File: src/core/mmpc_pkg.sv
// Purpose: shared constants for the multi-mode pin controller
// Assumes: 32-bit APB register window, byte addresses, one word per register
// Notes:   mode codes sit in the low bits of each pin control word
package mmpc_pkg;

    // sizes
    localparam int NPIN = 16;           // configurable pins 0..15
    localparam int NREF = 8;            // reference monitors
    localparam int NPLL = 4;            // pll channels
    localparam int NSTK = NPLL + NREF;  // sticky bits: lock changes low, signal changes high
    localparam int AW   = 12;           // apb address width

    // register byte addresses
    localparam logic [AW-1:0] A_CTRL0    = 12'h000; // pin i control at A_CTRL0 + 4*i
    localparam logic [AW-1:0] A_CTRL_END = 12'h03C;
    localparam logic [AW-1:0] A_PIN_IN   = 12'h040; // synchronised pin levels, read only
    localparam logic [AW-1:0] A_STICKY   = 12'h044; // sticky alarm bits, write one to clear
    localparam logic [AW-1:0] A_IRQ_MASK = 12'h048; // interrupt enables per sticky bit
    localparam logic [AW-1:0] A_ALERT_EN = 12'h04C; // aggregated alert enables per sticky bit
    localparam logic [AW-1:0] A_LIVE     = 12'h050; // live lock-fail and signal-absent levels

    // pin control word fields
    localparam int F_MODE = 0;          // [2:0] mode
    localparam int F_INV  = 3;          // polarity inversion for alarm modes
    localparam int F_SEL  = 4;          // [6:4] source select
    localparam int F_OUT  = 7;          // output level in general output mode
    localparam int CTRL_W = 8;

    // mode codes
    localparam logic [2:0] MODE_IN        = 3'h0;
    localparam logic [2:0] MODE_OUT       = 3'h1;
    localparam logic [2:0] MODE_SIG       = 3'h2; // signal_absent_status, live only
    localparam logic [2:0] MODE_LOCK_LIVE = 3'h3; // lock_fail_status, live
    localparam logic [2:0] MODE_LOCK_STK  = 3'h4; // lock_fail_status, sticky
    localparam logic [2:0] MODE_ALERT     = 3'h5; // aggregated alert

    // reset values
    localparam logic [CTRL_W-1:0] CTRL_RST  = 8'h00;  // general input
    localparam logic [NSTK-1:0]   MASK_RST  = 12'h000;
    localparam logic [NSTK-1:0]   ALERT_RST = 12'h000;

endpackage

File: src/core/mmpc_pin_ctrl.sv
// Purpose: sixteen configurable pins with input, output and alarm modes behind APB
// Assumes: pll_locked and ref_sig_absent come from logic on mclk; pin_in is asynchronous
// Notes:   zero-wait APB slave, read data latched in the setup cycle
//
// Behaviour
// - each pin has its own mode, applied only after the reset sequence ends
// - sixteen pin instances, 0 to 15, each with its own register
// - input mode: pin level readable in a status register
// - unprogrammed pins default to general input mode
// - output mode: pin driven to the level held in its control register
// - pins with identical alarm settings give identical outputs
// - signal-absent mode drives the live monitor alarm, active high, never sticky
// - signal-absent pin polarity can be inverted by a register bit
// - registers select which reference monitor drives a signal-absent pin
// - registers select which pll channel drives a lock-fail pin
// - live lock-fail mode drives high while the selected pll is unlocked
// - sticky lock-fail mode drives high after any lock status change
// - lock-fail pin polarity can be inverted so low signals unlock (live mode) or a change (sticky mode)
// - sticky lock indication holds until host writes the clear register
// - alert mode ORs enabled sticky bits, falls only when all are clear
// - each sticky bit sets on alarm change and holds until cleared
//
// The register offsets and the APB register port were left to the implementer.
`timescale 1ns/1ps
module mmpc_pin_ctrl (
    input  wire logic                         mclk,
    input  wire logic                         rstn,
    // apb slave
    input  wire logic                         psel,
    input  wire logic                         penable,
    input  wire logic                         pwrite,
    input  wire logic [mmpc_pkg::AW-1:0]      paddr,
    input  wire logic [31:0]                  pwdata,
    output logic                              pready,
    output logic [31:0]                       prdata,
    output logic                              pslverr,
    // device status
    input  wire logic                         reset_done,
    input  wire logic [mmpc_pkg::NPLL-1:0]    pll_locked,
    input  wire logic [mmpc_pkg::NREF-1:0]    ref_sig_absent,
    // pins
    input  wire logic [mmpc_pkg::NPIN-1:0]    pin_in,
    output logic [mmpc_pkg::NPIN-1:0]         pin_out,
    output logic [mmpc_pkg::NPIN-1:0]         pin_oe_n,
    // interrupt
    output logic                              irq
);

    typedef struct packed {
        logic [mmpc_pkg::NPIN-1:0][mmpc_pkg::CTRL_W-1:0] ctrl;
        logic [mmpc_pkg::NPIN-1:0]                       s1;
        logic [mmpc_pkg::NPIN-1:0]                       s2;
        logic [mmpc_pkg::NPIN-1:0]                       s3;
        logic [mmpc_pkg::NPIN-1:0]                       pin_val;
        logic [mmpc_pkg::NPLL-1:0]                       lock_prev;
        logic [mmpc_pkg::NREF-1:0]                       sig_prev;
        logic [mmpc_pkg::NSTK-1:0]                       sticky;
        logic [mmpc_pkg::NSTK-1:0]                       mask;
        logic [mmpc_pkg::NSTK-1:0]                       alert_en;
        logic                                            active;
        logic [mmpc_pkg::NPIN-1:0]                       pout;
        logic [mmpc_pkg::NPIN-1:0]                       poe_n;
        logic [31:0]                                     rdata;
        logic                                            slverr;
        logic                                            irq;
    } mmpc_state_t;

    mmpc_state_t st_r;
    mmpc_state_t st_nxt;

    // true when the address names a register of this block
    function automatic logic addr_hit(input logic [mmpc_pkg::AW-1:0] a);
        logic ok;
        ok = 1'b0;
        if (a[1:0] == 2'h0) begin
            if (a <= mmpc_pkg::A_CTRL_END) begin
                ok = 1'b1;
            end else if (a == mmpc_pkg::A_PIN_IN || a == mmpc_pkg::A_STICKY ||
                         a == mmpc_pkg::A_IRQ_MASK || a == mmpc_pkg::A_ALERT_EN ||
                         a == mmpc_pkg::A_LIVE) begin
                ok = 1'b1;
            end
        end
        return ok;
    endfunction

    // level that one pin carries in its alarm or output mode
    // the result depends only on the control word and shared sources, so
    // equally configured pins can never disagree
    function automatic logic pin_level(
        input logic [mmpc_pkg::CTRL_W-1:0] c,
        input logic [mmpc_pkg::NPLL-1:0]   lk,
        input logic [mmpc_pkg::NREF-1:0]   sa,
        input logic [mmpc_pkg::NSTK-1:0]   stk,
        input logic [mmpc_pkg::NSTK-1:0]   aen);
        logic [2:0] md;
        logic [2:0] sel;
        logic [1:0] psel_ch;
        logic       raw;
        md      = c[mmpc_pkg::F_MODE +: 3];
        sel     = c[mmpc_pkg::F_SEL +: 3];
        psel_ch = sel[1:0];
        raw     = 1'b0;
        unique case (md)
            mmpc_pkg::MODE_OUT:       raw = c[mmpc_pkg::F_OUT];
            mmpc_pkg::MODE_SIG:       raw = sa[sel];
            mmpc_pkg::MODE_LOCK_LIVE: raw = ~lk[psel_ch];
            mmpc_pkg::MODE_LOCK_STK:  raw = stk[psel_ch];
            mmpc_pkg::MODE_ALERT:     raw = |(stk & aen);
            default:                  raw = 1'b0;
        endcase
        if (md != mmpc_pkg::MODE_OUT && md != mmpc_pkg::MODE_IN && c[mmpc_pkg::F_INV]) begin
            raw = ~raw;
        end
        return raw;
    endfunction

    // next-state logic for the whole block
    always_comb begin
        logic [mmpc_pkg::NSTK-1:0] ev;
        logic [mmpc_pkg::NSTK-1:0] clr;
        logic                      setup;
        logic                      wr;
        logic                      hit;
        logic [3:0]                idx;
        logic [2:0]                md;
        logic [31:0]               rd;
        ev     = '0;
        clr    = '0;
        setup  = psel & ~penable;
        wr     = psel & penable & pwrite;
        hit    = addr_hit(paddr);
        idx    = paddr[5:2];
        md     = 3'h0;
        rd     = 32'h0000_0000;
        st_nxt = st_r;

        // three-flop chain, level taken when stages two and three agree
        st_nxt.s1 = pin_in;
        st_nxt.s2 = st_r.s1;
        st_nxt.s3 = st_r.s2;
        for (int i = 0; i < mmpc_pkg::NPIN; i++) begin
            if (st_r.s2[i] == st_r.s3[i]) begin
                st_nxt.pin_val[i] = st_r.s3[i];
            end
        end

        st_nxt.lock_prev = pll_locked;
        st_nxt.sig_prev  = ref_sig_absent;
        // events are ignored until the reset sequence is over
        if (st_r.active) begin
            ev = {ref_sig_absent ^ st_r.sig_prev, pll_locked ^ st_r.lock_prev};
        end

        // modes take effect once reset sequence completes
        st_nxt.active = st_r.active | reset_done;

        // register writes in the access cycle
        if (wr && hit) begin
            if (paddr <= mmpc_pkg::A_CTRL_END) begin
                st_nxt.ctrl[idx] = pwdata[mmpc_pkg::CTRL_W-1:0];
            end else if (paddr == mmpc_pkg::A_STICKY) begin
                clr = pwdata[mmpc_pkg::NSTK-1:0];
            end else if (paddr == mmpc_pkg::A_IRQ_MASK) begin
                st_nxt.mask = pwdata[mmpc_pkg::NSTK-1:0];
            end else if (paddr == mmpc_pkg::A_ALERT_EN) begin
                st_nxt.alert_en = pwdata[mmpc_pkg::NSTK-1:0];
            end
        end

        // set on change, held until write-one clear
        // set wins over a clear in the same cycle
        st_nxt.sticky = (st_r.sticky & ~clr) | ev;

        // level interrupt from unmasked sticky bits
        st_nxt.irq = |(st_nxt.sticky & st_r.mask);

        // pin drivers, registered so pins never glitch from decode
        for (int i = 0; i < mmpc_pkg::NPIN; i++) begin
            md = st_r.ctrl[i][mmpc_pkg::F_MODE +: 3];
            // pins stay undriven inputs until active or in input mode
            if (!st_r.active || md == mmpc_pkg::MODE_IN || md > mmpc_pkg::MODE_ALERT) begin
                st_nxt.poe_n[i] = 1'b1;
                st_nxt.pout[i]  = 1'b0;
            end else begin
                st_nxt.poe_n[i] = 1'b0;
                st_nxt.pout[i]  = pin_level(st_r.ctrl[i], pll_locked, ref_sig_absent,
                                            st_r.sticky, st_r.alert_en);
            end
        end

        // read data latched in the setup cycle, so access needs no wait
        if (setup) begin
            if (paddr <= mmpc_pkg::A_CTRL_END) begin
                rd[mmpc_pkg::CTRL_W-1:0] = st_r.ctrl[idx];
            end else if (paddr == mmpc_pkg::A_PIN_IN) begin
                rd[mmpc_pkg::NPIN-1:0] = st_r.pin_val;
            end else if (paddr == mmpc_pkg::A_STICKY) begin
                rd[mmpc_pkg::NSTK-1:0] = st_r.sticky;
            end else if (paddr == mmpc_pkg::A_IRQ_MASK) begin
                rd[mmpc_pkg::NSTK-1:0] = st_r.mask;
            end else if (paddr == mmpc_pkg::A_ALERT_EN) begin
                rd[mmpc_pkg::NSTK-1:0] = st_r.alert_en;
            end else if (paddr == mmpc_pkg::A_LIVE) begin
                rd[mmpc_pkg::NSTK-1:0] = {ref_sig_absent, ~pll_locked};
            end
            if (!hit || pwrite) begin
                rd = 32'h0000_0000;
            end
            st_nxt.rdata  = rd;
            st_nxt.slverr = ~hit;
        end
    end

    // state register; every field resets to a constant
    always_ff @(posedge mclk or negedge rstn) begin
        if (!rstn) begin
            for (int i = 0; i < mmpc_pkg::NPIN; i++) begin
                st_r.ctrl[i] <= mmpc_pkg::CTRL_RST;
            end
            st_r.s1        <= '0;
            st_r.s2        <= '0;
            st_r.s3        <= '0;
            st_r.pin_val   <= '0;
            st_r.lock_prev <= '0;
            st_r.sig_prev  <= '0;
            st_r.sticky    <= '0;
            st_r.mask      <= mmpc_pkg::MASK_RST;
            st_r.alert_en  <= mmpc_pkg::ALERT_RST;
            st_r.active    <= 1'b0;
            st_r.pout      <= '0;
            st_r.poe_n     <= '1;
            st_r.rdata     <= 32'h0000_0000;
            st_r.slverr    <= 1'b0;
            st_r.irq       <= 1'b0;
        end else begin
            st_r <= st_nxt;
        end
    end

    // outputs; pready is combinational, zero wait states
    assign pready   = psel & penable;
    assign prdata   = st_r.rdata;
    assign pslverr  = psel & penable & st_r.slverr;
    assign pin_out  = st_r.pout;
    assign pin_oe_n = st_r.poe_n;
    assign irq      = st_r.irq;

endmodule

File: config.mk
export PLATFORM = sky130hd
export DESIGN_NAME = mmpc_pin_ctrl
export DESIGN_NICKNAME = d
export VERILOG_FILES = /design/src/core/mmpc_pkg.sv /design/src/core/mmpc_pin_ctrl.sv
export SDC_FILE = /design/constraint.sdc
export NUM_CORES = 1
export LEC_CHECK = 0
export BUFFER_PORTS_ARGS = -buffer_cell sky130_fd_sc_hd__buf_2
export CAP_MARGIN = 20
export CORE_MARGIN = 2
export CORE_UTILIZATION = 45
export DETAILED_ROUTE_END_ITERATION = 10
export SYNTH_ARGS = -nofsm -noshare
export SYNTH_HDL_FRONTEND = slang
export SYNTH_SLANG_ARGS = --single-unit
export TNS_END_PERCENT = 1
File: constraint.sdc
create_clock -name mclk -period 2.8 [get_ports mclk]
set_input_delay 0.42 -clock mclk [delete_from_list [all_inputs] [get_ports mclk]]
set_output_delay 0.42 -clock mclk [all_outputs]
set_load 0.01 [all_outputs]
==> results of run 1 <==
[power breakdown]
part	internal [mW]	switching [mW]	total, mW	leakage, nW
combinational	0.217	0.391	0.608	3.59
sequential	4.28	0.0408	4.32	3.72
clock	2.80	1.90	4.70	0.572
total	7.30	2.33	9.63	7.89
[final timing paths]
path                       cells after the start  slack, ns      endpoint        start
min in group asynchronous                      2       0.41    pin_out[2]         rstn
setup / recovery                               6       0.52    pin_out[0]     st_r[98]
hold / removal                                 2       0.08      st_r[66]   reset_done
hold reg to reg                                0       0.35   st_nxt[146]  st_nxt[162]
setup reg to reg                               6       0.52    pin_out[0]     st_r[98]
max in group asynchronous                      3       1.56  pin_oe_n[15]         rstn
[metal layers]
metal / share of wire / GRT usage
met1: 0.43 / 0.358
met2: 0.48 / 0.412
met3: 0.070 / 0.0376
met4: 0.028 / 0.0740
met5: 0 / 0
[cells in the mapped netlist (4+ instances only)]
master / count / area share
nor3_4: 5 / 0.0051
o21ai_0: 40 / 0.013
nor3b_1: 5 / 0.0024
nor2_1: 25 / 0.0059
o22ai_1: 7 / 0.0027
o31ai_1: 5 / 0.0024
o211ai_1: 10 / 0.0047
mux4_2: 103 / 0.15
and3_1: 4 / 0.0016
dfstp_2: 16 / 0.026
maj3_1: 16 / 0.010
nor2b_1: 13 / 0.0051
mux2_2: 143 / 0.10
nand2_1: 86 / 0.020
inv_1: 44 / 0.010
buf_2: 10 / 0.0031
nor3_1: 50 / 0.016
buf_4: 64 / 0.030
clkbuf_1: 76 / 0.018
a22o_1: 9 / 0.0049
nor2_2: 6 / 0.0024
or3_1: 7 / 0.0027
xor2_1: 12 / 0.0066
a41oi_1: 4 / 0.0022
a21oi_1: 55 / 0.017
a22oi_1: 7 / 0.0033
a31oi_1: 12 / 0.0047
o2111ai_1: 8 / 0.0044
nand3_1: 24 / 0.0075
a311oi_1: 7 / 0.0038
ha_1: 16 / 0.013
o21a_1: 6 / 0.0028
mux2i_1: 27 / 0.017
a211oi_1: 11 / 0.0052
o311ai_0: 6 / 0.0033
nand2b_1: 14 / 0.0055
and2_1: 4 / 0.0016
buf_1: 14 / 0.0033
nand4_1: 4 / 0.0016
dfrtp_1: 275 / 0.43
a21o_1: 4 / 0.0019
[layout make-up]
type / instances / area share
Multi-Input combinational cell: 823 / 0.417
Sequential cell: 291 / 0.396
Timing Repair Buffer: 201 / 0.0810
Clock buffer: 47 / 0.0516
Tap cell: 455 / 0.0309
Clock inverter: 15 / 0.0143
Inverter: 44 / 0.00897
[cells by family after synthesis]
logic type | count (synthesis) | synth area share
simple gates | 270 | 0.0917
buf+inv | 208 | 0.0648
mux | 276 | 0.265
xor+xnor | 14 | 0.00768
compound gates | 215 | 0.0901
other cells | 1 | 0.000235
flops | 291 | 0.458
fa+ha+maj | 32 | 0.0226
[timing repair]
action	4_1_cts	5_1_grt
hold buffers	17	0
hold endpoints to repair	57	0
buffers inserted	0	0
[registers in the layout, summed over array words and instances (netlist names)]
signal,flops
st_r,210
st_nxt,32
pin_oe_n,16
pin_out,16
prdata,16
irq,1
[worst max-delay path, cell delays in order (launching register included)]
cell and delay, ns:
dfrtp_1 0.43, a22oi_1 0.19, nand2_1 0.11, or3_1 0.74
a41oi_1 0.37, o22ai_1 0.14, mux2i_1 0.14
[metrics by stage]
stage | hold slack (ns) | area [sq um] | total power, mW | setup slack [ns] | instances
6_report | 0.0831 | 18400 | 9.63 | 0.517 | 1876
3_3_place_gp | 0.332 | 17000 | 4.97 | 0.0842 | 1797
3_5_place_dp | 0.336 | 17000 | 4.98 | 0.0683 | 1797
4_1_cts | 0.0671 | 18400 | 9.72 | 0.555 | 1876
5_1_grt | 0.0684 | 18400 | 9.96 | 0.371 | 1876
2_1_floorplan | 0.124 | 16000 | 4.68 | 0.284 | 1322
==> flow_summary_export.csv, run 1 <==
group,metric,value,unit
critical_path,start_kind,"flop",
timing,final-max-slew-violation-count,0,
global_routing,grt_overflow,0,
routing,drt-pass1-iter-count,5,
timing,slew_headroom,0.446,
routing,routed_via_density,6.07,
die,chipWidth,192,microns
clock_tree,cts_tree,"built",
clock_tree,clockBufferDepth,3,
placed_design,gp_congestion,0.903,
timing,fin_setup_tns,0,ns
timing,fmax,438,MHz
global_routing,grt_start_max_net_pins,79,
power_and_ir_drop,p_per_area,523,nW/um^2
die,io_pins,145,
critical_path,end_kind,"flop",
timing,fin_crit_sh,0.815,
synthesis,netlist_area,16000,sq um
placed_design,dpl.hpwl,31000,microns
layout,multi_input_area,7680,sq um
clock_tree,path_clk_slew,0.06,ns
timing,setup_violations,0,
synthesis,syn_inst,1307,
layout,drive_gt1_frac,0.374,
synthesis,synth.avg_cell_area,12.2,sq um
synthesis,yosys_warnings,0,
routing,routed_wl,45500,microns
die,coreArea,34700,sq um
die,dieArea,37000,sq um
hold_path,min_path_type,"in2reg",
critical_path,critical_path_class,"reg2reg",
clock_tree,cts_resized,0,
timing,hold_violations,0,
routing,vias,11400,
power_and_ir_drop,vdd_drop_max,471,uV
die,start_util,0.460,
layout,fill_cells,3003,
timing,clock_skew,0.0242,ns
layout,layout_common_cells,"275 x dfrtp_1, 143 x mux2_2, 107 x buf_2",
routing,wl_per_cell,24.3,microns
layout,antenna_cells,0,
run_status,status,"complete, no violations",
global_routing,track_usage,0.254,
global_routing,grt_pass1_wl,70300,microns
clock_tree,numCtsBuffers,34,
placed_design,port_buffers,108,
global_routing,antenna_found_initial,0,
synthesis,ys_seq_area_frac,0.458,
power_and_ir_drop,p_leak,7.89,nW
critical_path,cp_max_fo,10,
die,rows,68,
synthesis,ys_ff_latch,291,
die,die_h,192,microns
global_routing,first_global_vias,11400,
clock_tree,root_buffer,"clkbuf_16",
synthesis,dominantRegCellSynth,"dfrtp_1",
clock_tree,clk_latency,0.55,ns
layout,nNetsFinal,1489,
layout,synthToLayoutAreaGrowth,15.4,%
synthesis,ys_types,77,
clock_tree,clkSinkCount,291,
layout,final_common_cell,"dfrtp_1",
layout,seqCellArea,7300,sq um
synthesis,synth_edf_count,0,
critical_path,critPathRequiredTime,3.21,ns
routing,drt_iter0_markers,1121,
routing,drtAntennaViolNets,0,
run,drv_cap,0,
timing,period_needed,2.28,ns
timing,grt_setup_unrepaired,"no",
routing,drc,0,
clock_tree,cts_max_level,2,
layout,utilization,0.531,
timing,worstMarginPinSlew,0.831,ns
critical_path,arrival,2.69,ns
synthesis,async_reset_ff_frac,1.00,
Power figures use the tool's default switching activity.
==> inputs of run 2 (changes only) <==
PLACE_DENSITY = 0.66   (was default)
clock period = 1.8 ns   (was 2.8 ns; I/O delays follow)
==> flow_summary_export.csv, run 2 (synthesized netlist as in run 1, its figures left out) <==
group,metric,value,unit
layout,drive_gt1_frac,0.503,
critical_path,start_kind,"flop",
power_and_ir_drop,p_per_area,703,nW/um^2
clock_tree,numCtsBuffers,35,
clock_tree,clkSinkCount,291,
critical_path,critical_path_class,"reg2reg",
global_routing,first_global_vias,12900,
power_and_ir_drop,vdd_drop_max,580,uV
power_and_ir_drop,total_power,14.6,mW
placed_design,gp_congestion,0.933,
layout,top_register,"st_r",
routing,drtAntennaViolNets,0,
timing,setup_violations,134,
timing,clock_skew,0.0287,ns
die,start_util,0.460,
die,chipWidth,192,microns
global_routing,grt_overflow,0,
routing,wl_per_cell,23.4,microns
clock_tree,cts_max_level,2,
timing,whs,0.0127,ns
run_status,violations,"setup timing",
layout,utilization,0.599,
die,rows,68,
timing,worstMarginPinSlew,0.574,ns
layout,nNetsFinal,1731,
clock_tree,clk_latency,0.55,ns
routing,drc,0,
global_routing,grt_start_max_net_pins,53,
timing,grt_setup_unrepaired,"yes",
timing,slew_headroom,0.612,
clock_tree,path_clk_slew,0.06,ns
run,drv_cap,0,
clock_tree,root_buffer,"clkbuf_16",
critical_path,arrival,2.43,ns
global_routing,antenna_found_initial,1,
global_routing,track_usage,0.275,
layout,synthToLayoutAreaGrowth,30.4,%
timing,final-max-slew-violation-count,0,
routing,vias,12600,
die,io_pins,145,
placed_design,dpl.hpwl,36100,microns
timing,period_needed,2.02,ns
critical_path,critPathRequiredTime,2.21,ns
layout,layout_common_cells,"269 x buf_4, 264 x dfrtp_1, 119 x mux2_2",
routing,drt-pass1-iter-count,5,
global_routing,grt_pass1_wl,75900,microns
critical_path,end_kind,"flop",
timing,hold_violations,0,
layout,final_cells,2116,
die,die_h,192,microns
die,coreArea,34700,sq um
run_status,status,"finished, violations left",
timing,fin_crit_sh,1.12,
hold_path,min_path_type,"in2reg",
layout,antenna_cells,0,
die,dieArea,37000,sq um
routing,drt_iter0_markers,1051,
timing,layout_setup_ws,-0.218,ns
placed_design,port_buffers,108,
clock_tree,clockBufferDepth,3,
layout,final_common_cell,"buf_4",
routing,routed_wl,49400,microns
power_and_ir_drop,p_leak,9.23,nW
clock_tree,cts_tree,"built",
routing,routed_via_density,5.94,
critical_path,cp_max_fo,4,
layout,largest_reg_flops,210,
placed_design,dp.cells,2033,
timing,fmax,495,MHz
run 2: stage by stage:
stage                     setup WS [ns]  cell area, sq um  setup TNS (ns)
after floorplan                  -0.519             16000          -77.13
after global placement           -0.792             18900         -118.74
after detailed placement         -0.830             18900         -120.30
after CTS                        -0.203             20500           -8.31
after global routing             -0.267             20800          -14.58
final                            -0.218             20800           -8.01
run 2: what timing repair did:
| action | in CTS | in global routing |
|---|---|---|
| setup buffers | 1 | 1 |
| resized for setup | 80 | 59 |
| pin swaps | 34 | 14 |
| endpoints found under the hold margin | 78 | 0 |
| hold buffers | 20 | 0 |
| cloned | 0 | 0 |
| endpoints found under the setup margin | 165 | 180 |
run 2: worst paths after layout:
kind	start	endpoint	slack, ns	depth (start not counted)
min reg2reg	st_nxt[158]	st_nxt[142]	0.35	0
min	pwdata[9]	st_r[88]	0.01	2
max in group asynchronous	rstn	st_r[207]	0.77	4
min in group asynchronous	rstn	st_nxt[155]	0.23	2
max	st_r[207]	prdata[4]	-0.22	5
max reg2reg	st_r[207]	prdata[4]	-0.22	5
run 2: cell type report:
cell class / count / area [sq um]
tap: 455 / 569
clock buffer: 54 / 1010
fill: 2691 / 13900
multi-input combinational: 823 / 8160
clock inverter: 7 / 72.6
inverter: 44 / 165
sequential: 291 / 7320
timing repair buffer: 442 / 3520
run 2: routing by layer:
metal  vias to the layer above  global-route usage  share of wire
met1                      6345               0.362           0.40
met5                         -                   0        0.00026
met3                       150              0.0482          0.077
met4                         2               0.117          0.047
met2                       631               0.448           0.48
li1                       5451                   -              -
run 2: worst max-delay path: stages, from the launching register on:
cell       delay [ns]
dfrtp_2          0.45
buf_6            0.14
mux4_2           0.49
mux4_2           0.54
o2111ai_2        0.19
a21oi_1          0.09
run 2: where the power goes:
part           internal, mW  switching, mW
Clock                  3.90           2.85
Combinational         0.478          0.675
Sequential             6.66         0.0592
Total                  11.0           3.58
==> inputs of run 3 (changes only) <==
CTS_BUF_LIST = sky130_fd_sc_hd__clkbuf_8   (was default)
PLACE_DENSITY = default   (was 0.66)
PLACE_DENSITY_LB_ADDON = 0.1   (was default)
==> flow_summary_export.csv, run 3 (synthesized netlist as in run 1, its figures left out) <==
group,metric,value,unit
clock_tree,numCtsBuffers,51,
critical_path,start_kind,"flop",
placed_design,dpl.hpwl,37100,microns
timing,setup_violations,32,
routing,vias,12400,
run_status,violations,"setup timing",
global_routing,grt_pass1_wl,77400,microns
timing,clock_skew,0.0253,ns
placed_design,dp.cells,2036,
global_routing,grt_start_max_net_pins,48,
layout,synthToLayoutAreaGrowth,30.0,%
layout,largest_reg_flops,210,
routing,wl_per_cell,23.7,microns
layout,layout_common_cells,"283 x buf_4, 264 x dfrtp_1, 134 x mux2_2",
routing,drt_iter0_markers,833,
clock_tree,clockBufferDepth,3,
layout,top_register,"st_r",
layout,final_common_cell,"buf_4",
placed_design,port_buffers,108,
routing,drtAntennaViolNets,0,
timing,worstMarginPinSlew,0.615,ns
global_routing,grt_overflow,0,
timing,final-max-slew-violation-count,0,
routing,routed_wl,51100,microns
critical_path,arrival,2.49,ns
power_and_ir_drop,p_per_area,687,nW/um^2
routing,drc,0,
timing,layout_setup_ws,-0.176,ns
timing,fmax,506,MHz
clock_tree,path_clk_slew,0.07,ns
global_routing,antenna_found_initial,1,
layout,nNetsFinal,1756,
die,dieArea,37000,sq um
layout,drive_gt1_frac,0.502,
layout,antenna_cells,0,
run_status,status,"finished, violations left",
critical_path,critical_path_class,"reg2reg",
timing,grt_setup_unrepaired,"yes",
critical_path,end_kind,"flop",
die,chipWidth,192,microns
die,coreArea,34700,sq um
die,io_pins,145,
global_routing,track_usage,0.287,
critical_path,critPathRequiredTime,2.32,ns
die,start_util,0.460,
layout,utilization,0.597,
timing,period_needed,1.98,ns
timing,slew_headroom,0.585,
placed_design,gp_congestion,0.921,
timing,fin_crit_sh,1.10,
timing,hold_violations,0,
critical_path,cp_max_fo,5,
power_and_ir_drop,p_leak,9.37,nW
clock_tree,cts_max_level,2,
layout,final_cells,2158,
routing,drt-pass1-iter-count,6,
critical_path,rrSetupSlack,-0.18,ns
clock_tree,clkSinkCount,291,
clock_tree,clk_latency,0.65,ns
clock_tree,cts_tree,"built",
clock_tree,root_buffer,"clkbuf_8",
die,die_h,192,microns
run,drv_cap,0,
global_routing,first_global_vias,12500,
die,rows,68,
power_and_ir_drop,vdd_drop_max,607,uV
routing,routed_via_density,5.73,
hold_path,min_path_type,"in2reg",
==> run 3: worst max-delay path: stages (launching register included) <==
cell	delay, ns
dfrtp_2	0.42
mux4_2	0.54
nor2b_1	0.15
a211o_1	0.26
a221oi_2	0.29
or3_1	0.15
a21oi_1	0.05
==> run 3: report_power, final <==
part | internal, mW | switching [mW] | leakage [nW] | total, mW
logic | 0.467 | 0.696 | 5.04 | 1.16
clock network | 3.45 | 2.90 | 0.619 | 6.35
registers | 6.66 | 0.0620 | 3.71 | 6.72
==> run 3: area by class of cell <==
| cell class | instances | area [sq um] |
|---|---|---|
| inverter | 44 | 165 |
| sequential | 291 | 7320 |
| timing repair buffer | 451 | 3580 |
| clock inverter | 31 | 190 |
| multi-input combinational | 823 | 8050 |
| fill | 2875 | 14000 |
| clock buffer | 63 | 867 |
| tap | 455 | 569 |
==> run 3: worst paths after layout <==
| check | start | end | cells after the start |
|---|---|---|---|
| setup / recovery | st_r[207] | pin_out[3] | 6 |
| hold / removal | ref_sig_absent[1] | st_r[104] | 2 |
| setup reg to reg | st_r[207] | pin_out[3] | 6 |
| hold reg to reg | st_nxt[157] | st_nxt[141] | 0 |
| max in group asynchronous | rstn | pin_oe_n[6] | 3 |
| min in group asynchronous | rstn | st_nxt[143] | 2 |
==> run 3: per-stage QoR <==
stage	cell area, sq um	power, mW	setup TNS [ns]	hold slack [ns]	worst slack [ns]
after floorplan	16000	7.27	-77.13	-0.0256	-0.519
after global placement	19000	7.91	-113.00	0.222	-0.763
after detailed placement	19000	7.92	-113.48	0.227	-0.797
after CTS	20500	14.4	-3.91	0.00578	-0.138
after global routing	20700	14.8	-4.33	0.0202	-0.270
final	20700	14.2	-2.50	0.0515	-0.176
==> run 3: timing repair <==
action,in CTS,in global routing
setup endpoints to repair,98,165
endpoints found under the hold margin,306,0
cloned,1,0
pin swaps,30,9
gates resized for setup,54,44
hold buffers,26,0
setup buffers,1,0
==> run 3: layer usage <==
metal,part of all wire,GRT usage
met4,0.038,0.113
met5,0.00025,0
met3,0.062,0.0491
met2,0.47,0.455
met1,0.43,0.394
